--- src/pkg/mia_pkg.sv ---
// shared constants and carrier types of the interrupt arbiter
package mia_pkg;

    // ------------------------------------------------------------------
    // register map and field positions
    // ------------------------------------------------------------------
    localparam logic [7:0] MIA_IRQ_ENABLE_MASK_ADDR = 8'hA8;
    localparam logic [7:0] MIA_IRQ_ENABLE_MASK_RESET = 8'h00;
    localparam logic [7:0] MIA_RDATA_RESET = 8'h00;
    localparam int unsigned MIA_GLOBAL_GATE_BIT = 7;
    localparam int unsigned MIA_SERIAL_PERIPH_BIT = 6;
    localparam int unsigned MIA_TIMER_TWO_BIT = 5;
    localparam int unsigned MIA_ASYNC_SERIAL_BIT = 4;
    localparam int unsigned MIA_TIMER_ONE_BIT = 3;
    localparam int unsigned MIA_EXTERNAL_ONE_BIT = 2;
    localparam int unsigned MIA_TIMER_ZERO_BIT = 1;
    localparam int unsigned MIA_EXTERNAL_ZERO_BIT = 0;

    // ------------------------------------------------------------------
    // sources, order numbers and vectors
    // ------------------------------------------------------------------
    localparam int unsigned MIA_NUM_SRC = 15;
    localparam int unsigned MIA_NUM_HELD = 4;
    localparam int unsigned MIA_SRC_EXT_ZERO = 0;
    localparam int unsigned MIA_SRC_TIMER_ZERO = 1;
    localparam int unsigned MIA_SRC_EXT_ONE = 2;
    localparam int unsigned MIA_SRC_TIMER_ONE = 3;
    localparam int unsigned MIA_SRC_ASYNC_SERIAL = 4;
    localparam int unsigned MIA_SRC_TIMER_TWO = 5;
    localparam int unsigned MIA_SRC_SERIAL_PERIPH = 6;
    localparam int unsigned MIA_SRC_FIRST_EXTENDED = 7;
    localparam int unsigned MIA_SRC_RESERVED = 8;
    localparam logic [15:0] MIA_RESET_VECTOR = 16'h0000;
    localparam logic [15:0] MIA_VECTOR_BASE = 16'h0003;
    localparam logic [15:0] MIA_VECTOR_LAST = 16'h0073;
    localparam logic [15:0] MIA_VECTOR_RESERVED = 16'h0043;
    localparam logic [3:0] MIA_IDX_RESET = 4'h0;

    // ------------------------------------------------------------------
    // response timing in system clocks (cpu side carries the call)
    // ------------------------------------------------------------------
    localparam int unsigned MIA_DETECT_CYCLES = 1;
    localparam int unsigned MIA_CALL_CYCLES = 4;
    localparam int unsigned MIA_MIN_LATENCY = 5;
    localparam int unsigned MIA_RETURN_CYCLES = 5;
    localparam int unsigned MIA_DIVIDE_CYCLES = 8;
    localparam int unsigned MIA_MAX_LATENCY = 18;

    // level flags kept inside the peripherals, cleared by software there
    typedef struct packed {
        logic uart_rx_done;
        logic uart_tx_done;
        logic timer_two_low_overflow_flag;
        logic timer_two_high_overflow_flag;
        logic [3:0] spi_flags;
        logic [7:0] extended_flags; // order 7..14, bit 1 is the gap
    } mia_periph_s;

    // winner of one arbitration pass
    typedef struct packed {
        logic found;
        logic [3:0] idx;
    } mia_pick_s;

endpackage : mia_pkg

--- src/rtl/mia_arbiter.sv ---
// interrupt arbiter: pending flags, masks, two-level priority, vectors
`timescale 1ns/1ns
module mia_arbiter (
    input wire logic CORE_CLK,
    input wire logic SRST,
    input wire logic [7:0] SFR_ADDR,
    input wire logic SFR_WR,
    input wire logic [7:0] SFR_WDATA,
    input wire logic SFR_RD,
    output logic [7:0] SFR_RDATA,
    input wire logic EXTERNAL_IRQ_ZERO_INPUT_N,
    input wire logic EXTERNAL_IRQ_ONE_INPUT_N,
    input wire logic TIMER_ZERO_OVERFLOW_FLAG,
    input wire logic TIMER_ONE_OVERFLOW_FLAG,
    input wire logic [3:0] HELD_FLAG_SET,
    input wire logic [3:0] HELD_FLAG_CLR,
    output logic [3:0] HELD_FLAGS,
    input wire mia_pkg::mia_periph_s PERIPH_FLAGS,
    input wire logic [7:0] EXTENDED_MASK,
    input wire logic [14:0] SRC_PRIO_HIGH,
    input wire logic CPU_INSTR_DONE,
    input wire logic CPU_RETURN_FROM_SERVICE_OP_DONE,
    input wire logic CPU_VECTOR_TAKE,
    output logic IRQ_REQ,
    output logic [15:0] IRQ_VECTOR,
    output logic IRQ_HIGH,
    output logic [1:0] INSERV_LEVEL
);

    // ------------------------------------------------------------------
    // helpers
    // ------------------------------------------------------------------
    // lowest set bit wins within one level
    function automatic mia_pkg::mia_pick_s pick_lowest(
        input logic [14:0] req
    );
        mia_pkg::mia_pick_s p;
        p.found = 1'b0;
        p.idx = mia_pkg::MIA_IDX_RESET;
        for (int i = mia_pkg::MIA_NUM_SRC - 1; i >= 0; i--) begin
            if (req[i]) begin
                p.found = 1'b1;
                p.idx = 4'(i);
            end
        end
        return p;
    endfunction : pick_lowest

    // vector = base plus eight bytes per order number
    function automatic logic [15:0] vector_of(input logic [3:0] idx);
        return mia_pkg::MIA_VECTOR_BASE + {9'h000, idx, 3'h0};
    endfunction : vector_of

    // one decode shared by write and read so both always agree
    function automatic logic is_mask_addr(input logic [7:0] addr);
        return addr == mia_pkg::MIA_IRQ_ENABLE_MASK_ADDR;
    endfunction : is_mask_addr

    // ------------------------------------------------------------------
    // declarations
    // ------------------------------------------------------------------
    logic [7:0] irq_enable_mask;
    logic ext0_meta, ext0_sync, ext0_prev;
    logic ext1_meta, ext1_sync, ext1_prev;
    logic [3:0] held_set, take_clr;
    logic [14:0] pend, gate, eligible;
    mia_pkg::mia_pick_s pick_hi, pick_lo;
    logic win_valid, win_high;
    logic [3:0] win_idx;
    logic inserv_hi, inserv_lo;
    logic return_from_service_op_hold;
    logic level_ok;

    // ------------------------------------------------------------------
    // register access
    // ------------------------------------------------------------------
    // enable mask, written at its own address only
    always_ff @(posedge CORE_CLK) begin
        if (SRST) begin
            irq_enable_mask <= mia_pkg::MIA_IRQ_ENABLE_MASK_RESET;
        end else if (SFR_WR && is_mask_addr(SFR_ADDR)) begin
            irq_enable_mask <= SFR_WDATA;
        end
    end

    // read data one clock after the strobe; other addresses read zero
    always_ff @(posedge CORE_CLK) begin
        if (SRST) begin
            SFR_RDATA <= mia_pkg::MIA_RDATA_RESET;
        end else if (SFR_RD && is_mask_addr(SFR_ADDR)) begin
            SFR_RDATA <= irq_enable_mask;
        end else begin
            SFR_RDATA <= mia_pkg::MIA_RDATA_RESET;
        end
    end

    // ------------------------------------------------------------------
    // external pins and hardware-cleared flags
    // ------------------------------------------------------------------
    // pins are asynchronous: two stages, edge seen only after stage two
    always_ff @(posedge CORE_CLK) begin
        if (SRST) begin
            ext0_meta <= 1'b1;
            ext0_sync <= 1'b1;
            ext0_prev <= 1'b1;
            ext1_meta <= 1'b1;
            ext1_sync <= 1'b1;
            ext1_prev <= 1'b1;
        end else begin
            ext0_meta <= EXTERNAL_IRQ_ZERO_INPUT_N;
            ext0_sync <= ext0_meta;
            ext0_prev <= ext0_sync;
            ext1_meta <= EXTERNAL_IRQ_ONE_INPUT_N;
            ext1_sync <= ext1_meta;
            ext1_prev <= ext1_sync;
        end
    end

    // falling pin edge, overflow pulse or software write sets a flag
    always_comb begin
        held_set = HELD_FLAG_SET;
        held_set[mia_pkg::MIA_SRC_EXT_ZERO] |= ext0_prev & ~ext0_sync;
        held_set[mia_pkg::MIA_SRC_TIMER_ZERO] |= TIMER_ZERO_OVERFLOW_FLAG;
        held_set[mia_pkg::MIA_SRC_EXT_ONE] |= ext1_prev & ~ext1_sync;
        held_set[mia_pkg::MIA_SRC_TIMER_ONE] |= TIMER_ONE_OVERFLOW_FLAG;
        take_clr = 4'h0;
        if (CPU_VECTOR_TAKE && win_idx < 4'(mia_pkg::MIA_NUM_HELD)) begin
            take_clr[win_idx[1:0]] = 1'b1;
        end
    end

    // set beats clear in the same clock so no event is lost
    always_ff @(posedge CORE_CLK) begin
        if (SRST) begin
            HELD_FLAGS <= 4'h0;
        end else begin
            HELD_FLAGS <= (HELD_FLAGS & ~(HELD_FLAG_CLR | take_clr))
                | held_set;
        end
    end

    // ------------------------------------------------------------------
    // masking and arbitration
    // ------------------------------------------------------------------
    // pending collected unmasked; masks act on the request only
    always_comb begin
        pend = 15'h0000;
        pend[3:0] = HELD_FLAGS;
        pend[mia_pkg::MIA_SRC_ASYNC_SERIAL] = PERIPH_FLAGS.uart_rx_done
            | PERIPH_FLAGS.uart_tx_done;
        pend[mia_pkg::MIA_SRC_TIMER_TWO] =
            PERIPH_FLAGS.timer_two_low_overflow_flag
            | PERIPH_FLAGS.timer_two_high_overflow_flag;
        pend[mia_pkg::MIA_SRC_SERIAL_PERIPH] = |PERIPH_FLAGS.spi_flags;
        pend[14:7] = PERIPH_FLAGS.extended_flags;
        pend[mia_pkg::MIA_SRC_RESERVED] = 1'b0;
    end

    // per-source gate, all of it under the global gate
    always_comb begin
        gate = 15'h0000;
        gate[mia_pkg::MIA_SRC_EXT_ZERO] =
            irq_enable_mask[mia_pkg::MIA_EXTERNAL_ZERO_BIT];
        gate[mia_pkg::MIA_SRC_TIMER_ZERO] =
            irq_enable_mask[mia_pkg::MIA_TIMER_ZERO_BIT];
        gate[mia_pkg::MIA_SRC_EXT_ONE] =
            irq_enable_mask[mia_pkg::MIA_EXTERNAL_ONE_BIT];
        gate[mia_pkg::MIA_SRC_TIMER_ONE] =
            irq_enable_mask[mia_pkg::MIA_TIMER_ONE_BIT];
        gate[mia_pkg::MIA_SRC_ASYNC_SERIAL] =
            irq_enable_mask[mia_pkg::MIA_ASYNC_SERIAL_BIT];
        gate[mia_pkg::MIA_SRC_TIMER_TWO] =
            irq_enable_mask[mia_pkg::MIA_TIMER_TWO_BIT];
        gate[mia_pkg::MIA_SRC_SERIAL_PERIPH] =
            irq_enable_mask[mia_pkg::MIA_SERIAL_PERIPH_BIT];
        gate[14:7] = EXTENDED_MASK;
        eligible = pend & gate
            & {15{irq_enable_mask[mia_pkg::MIA_GLOBAL_GATE_BIT]}};
        pick_hi = pick_lowest(eligible & SRC_PRIO_HIGH);
        pick_lo = pick_lowest(eligible & ~SRC_PRIO_HIGH);
    end

    // winner registered each clock: one clock of detection
    always_ff @(posedge CORE_CLK) begin
        if (SRST) begin
            win_valid <= 1'b0;
            win_high <= 1'b0;
            win_idx <= mia_pkg::MIA_IDX_RESET;
            IRQ_VECTOR <= mia_pkg::MIA_RESET_VECTOR;
        end else if (pick_hi.found) begin
            win_valid <= 1'b1;
            win_high <= 1'b1;
            win_idx <= pick_hi.idx;
            IRQ_VECTOR <= vector_of(pick_hi.idx);
        end else begin
            win_valid <= pick_lo.found;
            win_high <= 1'b0;
            win_idx <= pick_lo.idx;
            IRQ_VECTOR <= pick_lo.found ? vector_of(pick_lo.idx)
                : IRQ_VECTOR;
        end
    end

    // ------------------------------------------------------------------
    // service state
    // ------------------------------------------------------------------
    // in-service levels; a return retires the higher active level first
    always_ff @(posedge CORE_CLK) begin
        if (SRST) begin
            inserv_hi <= 1'b0;
            inserv_lo <= 1'b0;
        end else begin
            if (CPU_VECTOR_TAKE && win_high) begin
                inserv_hi <= 1'b1;
            end else if (CPU_RETURN_FROM_SERVICE_OP_DONE && inserv_hi) begin
                inserv_hi <= 1'b0;
            end
            if (CPU_VECTOR_TAKE && !win_high) begin
                inserv_lo <= 1'b1;
            end else if (CPU_RETURN_FROM_SERVICE_OP_DONE && !inserv_hi) begin
                inserv_lo <= 1'b0;
            end
        end
    end

    // after a return, hold requests until one more instruction completes
    always_ff @(posedge CORE_CLK) begin
        if (SRST) begin
            return_from_service_op_hold <= 1'b0;
        end else if (CPU_RETURN_FROM_SERVICE_OP_DONE) begin
            return_from_service_op_hold <= 1'b1;
        end else if (CPU_INSTR_DONE) begin
            return_from_service_op_hold <= 1'b0;
        end
    end

    // high may preempt low; equal or higher handler blocks
    always_comb begin
        level_ok = win_high ? !inserv_hi
            : (!inserv_hi && !inserv_lo);
    end

    // request is combinational so the cpu sees it the clock after detect;
    // call and return timing belong to the sequencer
    assign IRQ_REQ = win_valid && level_ok && !return_from_service_op_hold;
    assign IRQ_HIGH = win_high;
    assign INSERV_LEVEL = {inserv_hi, inserv_lo};

endmodule : mia_arbiter

--- config.mk ---
export PLATFORM = sky130hd
export DESIGN_NAME = mia_arbiter
export DESIGN_NICKNAME = d
export VERILOG_FILES = /design/src/pkg/mia_pkg.sv /design/src/rtl/mia_arbiter.sv
export SDC_FILE = /design/constraint.sdc
export NUM_CORES = 1
export LEC_CHECK = 0
export BUFFER_PORTS_ARGS = -buffer_cell sky130_fd_sc_hd__buf_2
export CAP_MARGIN = 20
export CELL_PAD_IN_SITES_DETAIL_PLACEMENT = 1
export CELL_PAD_IN_SITES_GLOBAL_PLACEMENT = 1
export CORE_ASPECT_RATIO = 0.9
export CORE_MARGIN = 2
export CORE_UTILIZATION = 30
export CTS_BUF_LIST = sky130_fd_sc_hd__clkbuf_2 sky130_fd_sc_hd__clkbuf_4 sky130_fd_sc_hd__clkbuf_8
export CTS_CLUSTER_SIZE = 10
export DETAILED_ROUTE_END_ITERATION = 12
export GPL_ROUTABILITY_DRIVEN = 0
export PLACE_DENSITY = 0.83
export SETUP_SLACK_MARGIN = 0.3
export SLEW_MARGIN = 25
export SYNTH_ARGS = -nofsm -noshare
export SYNTH_HDL_FRONTEND = slang
export SYNTH_SLANG_ARGS = --single-unit
--- constraint.sdc ---
create_clock -name CORE_CLK -period 1.9 [get_ports CORE_CLK]
set_input_delay 0.19 -clock CORE_CLK [delete_from_list [all_inputs] [get_ports CORE_CLK]]
set_output_delay 0.19 -clock CORE_CLK [all_outputs]
set_load 0.05 [all_outputs]
==> impl_metrics.py <==
metrics = {
    "detailed_routing": {
        "vias": 2085,
        "vias_per_cell": 4.91,
        "drt-wirelength-per-cell_um": 14.3,
        "drc": 0,
        "ant_nets": 0,
        "drtIter0Drc": 72,
        "drt_first_pass_iters": 4,
        "totalWireLength_um": 6070,
    },
    "power_and_ir_drop": {
        "ir_worst_vdd_uv": 262,
        "seq_power_share_pct": 48.7,
        "clock_power_share_pct": 39.5,
        "p_int_mw": 1.32,
        "p_leak_nw": 1.40,
        "power.switching_uw": 451,
        "design_power_total_mw": 1.77,
        "p_per_area_mw_per_mm2": 626,
        "comb_power_share_pct": 11.8,
        "power_switching_share_pct": 25.4,
    },
    "grt": {
        "antenna_found_initial": 0,
        "grt.overflow.total": 0,
        "grt_max_degree": 34,
        "grt_pass1_wl_um": 9380,
        "first_global_vias": 1999,
        "track_usage_pct": 15.8,
    },
    "synthesis": {
        "syn_avg_cell_area_um2": 8.97,
        "yosysTopAreaCell": "dfxtp_1",
        "ys_ff_latch": 40,
        "synth.top_cell.area_share_pct": 39.0,
        "synth_top_family_by_area": "simple AND/OR/NAND/NOR gates",
        "ys_top_cells_by_area": "dfxtp_1 39%, buf_4 4.8%, a21oi_1 4.4%",
        "synth-simple-area-share_pct": 32.9,
        "synthMuxAreaShare_pct": 3.90,
        "synth.yosys.warnings": 0,
        "synth_most_common_cell": "dfxtp_1",
        "synthXorXnorAreaFrac_pct": 0,
        "synth_edf_count": 0,
        "ys.flop_type": "dfxtp_1",
        "syn_inst": 229,
        "yosys-top-cells-count": "40 x dfxtp_1, 23 x nor2_1, 18 x a21oi_1",
        "synthDistinctLibCells": 52,
        "yosysSeqAreaShare_pct": 39.0,
        "synthArstFlopShare_pct": 0,
        "synth_fa_ha_area_share_pct": 0,
        "synth_compound_area_share_pct": 16.3,
        "netlist_area_mm2": 0.00205,
    },
    "floorplan": {
        "die_w_um": 91.2,
        "initial_utilization_pct": 31.2,
        "design.core.area_mm2": 0.00659,
        "die_h_um": 82.5,
        "io_pins": 106,
        "rows": 28,
        "die-area_mm2": 0.00752,
    },
    "worst_hold_path": {
        "holdCritPathClass": "in2reg",
        "worstHoldEndpoint": "ext0_meta$_SDFF_PP1_",
        "min_from": "EXTERNAL_IRQ_ZERO_INPUT_N",
        "holdPathStages": 2,
    },
    "timing": {
        "slew_headroom_pct": 63.2,
        "final.setup_skew_ps": 7.55,
        "hold_viol": 0,
        "finalSetupViolations": 0,
        "rsz0062_at_grt": "true",
        "drv_slew": 0,
        "max_freq_mhz": 526,
        "tightestPinTransition_ps": 553,
        "setup_ws_ps": 0.591,
        "fin_crit_ps": 1900,
        "whs_ps": 86.9,
        "post-route-period-util_pct": 100,
    },
    "clock_tree": {
        "cts_tree": "built",
        "clock-root-buffer": "clkbuf_8",
        "clk_pin_slew_worst_paths_ps": 80,
        "h-tree-depth": 2,
        "clock_latency_ps": 290,
        "cts_buffers": 5,
        "numClockSinks": 40,
        "cts.path.max_buffers": 2,
    },
    "finish": {
        "drive_gt1_share_pct": 43.3,
        "syn_to_final_growth_pct": 38.1,
        "fin_area_mm2": 0.00284,
        "fin_nets": 408,
        "diodes": 0,
    },
    "critical_path": {
        "path_class": "reg2reg",
        "rr_startpoint": "irq_enable_mask[7]$_SDFFE_PP0P_",
        "rrSetupSlack_ps": 0.6,
        "timing.rr.end": "IRQ_VECTOR[4]$_SDFFE_PP0P_",
        "arrival_ps": 2120,
        "required_ps": 2120,
        "cp_cell_sequence": "and4b_1 -> nor3_2 -> or2b_1 -> nor4b_4 -> buf_4 -> nand2_1 -> a31oi_1",
        "cpPeakStageDelay_ps": 400,
        "reg2regPathDepth": 7,
        "worstSetupEndpointType": "register",
        "crit_fanout": 10,
        "slowest_stage": "dfxtp_4",
        "cp-start-kind": "register",
    },
    "placement": {
        "dp_hpwl_um": 4740,
        "place_ws_ps": -101,
        "placed_area_mm2": 0.00262,
        "portBuffers": 92,
    },
    "run_status": {
        "status": "finished, final reports clean",
    },
    "run": {
        "cap_viol_max_count": 0,
    },
}
[through the flow]
step                util (%)  setup TNS [ps]  std cells
floorplan                  -               0        238
global placement        39.8               0        410
detailed placement      39.8            -428        410
CTS                     42.1               0        422
global route            43.0            -520        425
finish                  43.0               0        425
[flip-flops by register name (all words and copies together) (netlist names), 4 cells and up]
name / flops
win_idx: 4
HELD_FLAGS: 4
irq_enable_mask: 8
IRQ_VECTOR: 5
SFR_RDATA: 8
[power by group through the flow]
stage / registers, mW / clock network, mW / logic (mW)
floorplan: 0.903 / 0 / 0.103
global placement: 0.886 / 0 / 0.203
detailed placement: 0.886 / 0 / 0.208
CTS: 0.865 / 0.722 / 0.209
global route: 0.866 / 0.771 / 0.227
finish: 0.864 / 0.701 / 0.209
[cell usage in the layout, fill, tap and decap left out, types with 7 or more instances in the layout]
| master | count |
|---|---|
| conb_1 | 10 |
| buf_4 | 14 |
| buf_2 | 92 |
| nand4_1 | 13 |
| and2_1 | 8 |
| nand2_1 | 14 |
| mux2i_1 | 8 |
| a21oi_1 | 18 |
| dfxtp_1 | 35 |
| nand4b_1 | 7 |
| nor2_1 | 22 |
[critical path: cells and delay by family, from the launching register on]
kind | cells | cell delay [ps]
compound gates | 1 | 130
buf+inv | 1 | 180
flops | 1 | 400
simple gates | 5 | 1130
[cells by family after synthesis]
kind of cell,Yosys count
AND/OR/NAND/NOR,107
AO/OA/AOI/OAI,48
flip-flops,40
buffers and inverters,25
multiplexers,8
other,1
[layout make-up]
| type | count | area [µm²] |
|---|---|---|
| Clock buffer | 5 | 68.8 |
| Sequential cell | 40 | 810 |
| Tap cell | 90 | 113 |
| Inverter | 6 | 22.5 |
| Multi-Input combinational cell | 173 | 1180 |
| Clock inverter | 3 | 46.3 |
| Fill cell | 847 | 3750 |
| Timing Repair Buffer | 108 | 592 |
[worst max path at each step]
stage | from | to | slack (ps)
5_1_grt | irq_enable_mask[7]$_SDFFE_PP0P_ | IRQ_VECTOR[6]$_SDFFE_PP0P_ | -120
6_report | irq_enable_mask[7]$_SDFFE_PP0P_ | IRQ_VECTOR[4]$_SDFFE_PP0P_ | 0.6
3_5_place_dp | irq_enable_mask[7]$_SDFFE_PP0P_ | IRQ_VECTOR[4]$_SDFFE_PP0P_ | -100
4_1_cts | irq_enable_mask[7]$_SDFFE_PP0P_ | IRQ_VECTOR[4]$_SDFFE_PP0P_ | 50
3_3_place_gp | PERIPH_FLAGS[9] | IRQ_VECTOR[4]$_SDFFE_PP0P_ | 10
2_1_floorplan | irq_enable_mask[7]$_SDFFE_PP0P_ | IRQ_VECTOR[4]$_SDFFE_PP0P_ | 150
[layer usage]
metal / GRT usage [%] / vias up / part of all wire [%]
li1: - / 1033 / -
met1: 18.4 / 984 / 43
met2: 29.3 / 61 / 50
met3: 3.54 / 7 / 5.7
met4: 5.30 / 0 / 1.3
met5: 0 / - / 0
[timing repair]
action | 4_1_cts | 5_1_grt
setup endpoints to repair | 11 | 11
pin swaps | 3 | 1
gates resized for setup | 3 | 9
hold buffers | 0 | 0
buffers inserted | 4 | 3
Power figures use the tool's default switching activity.
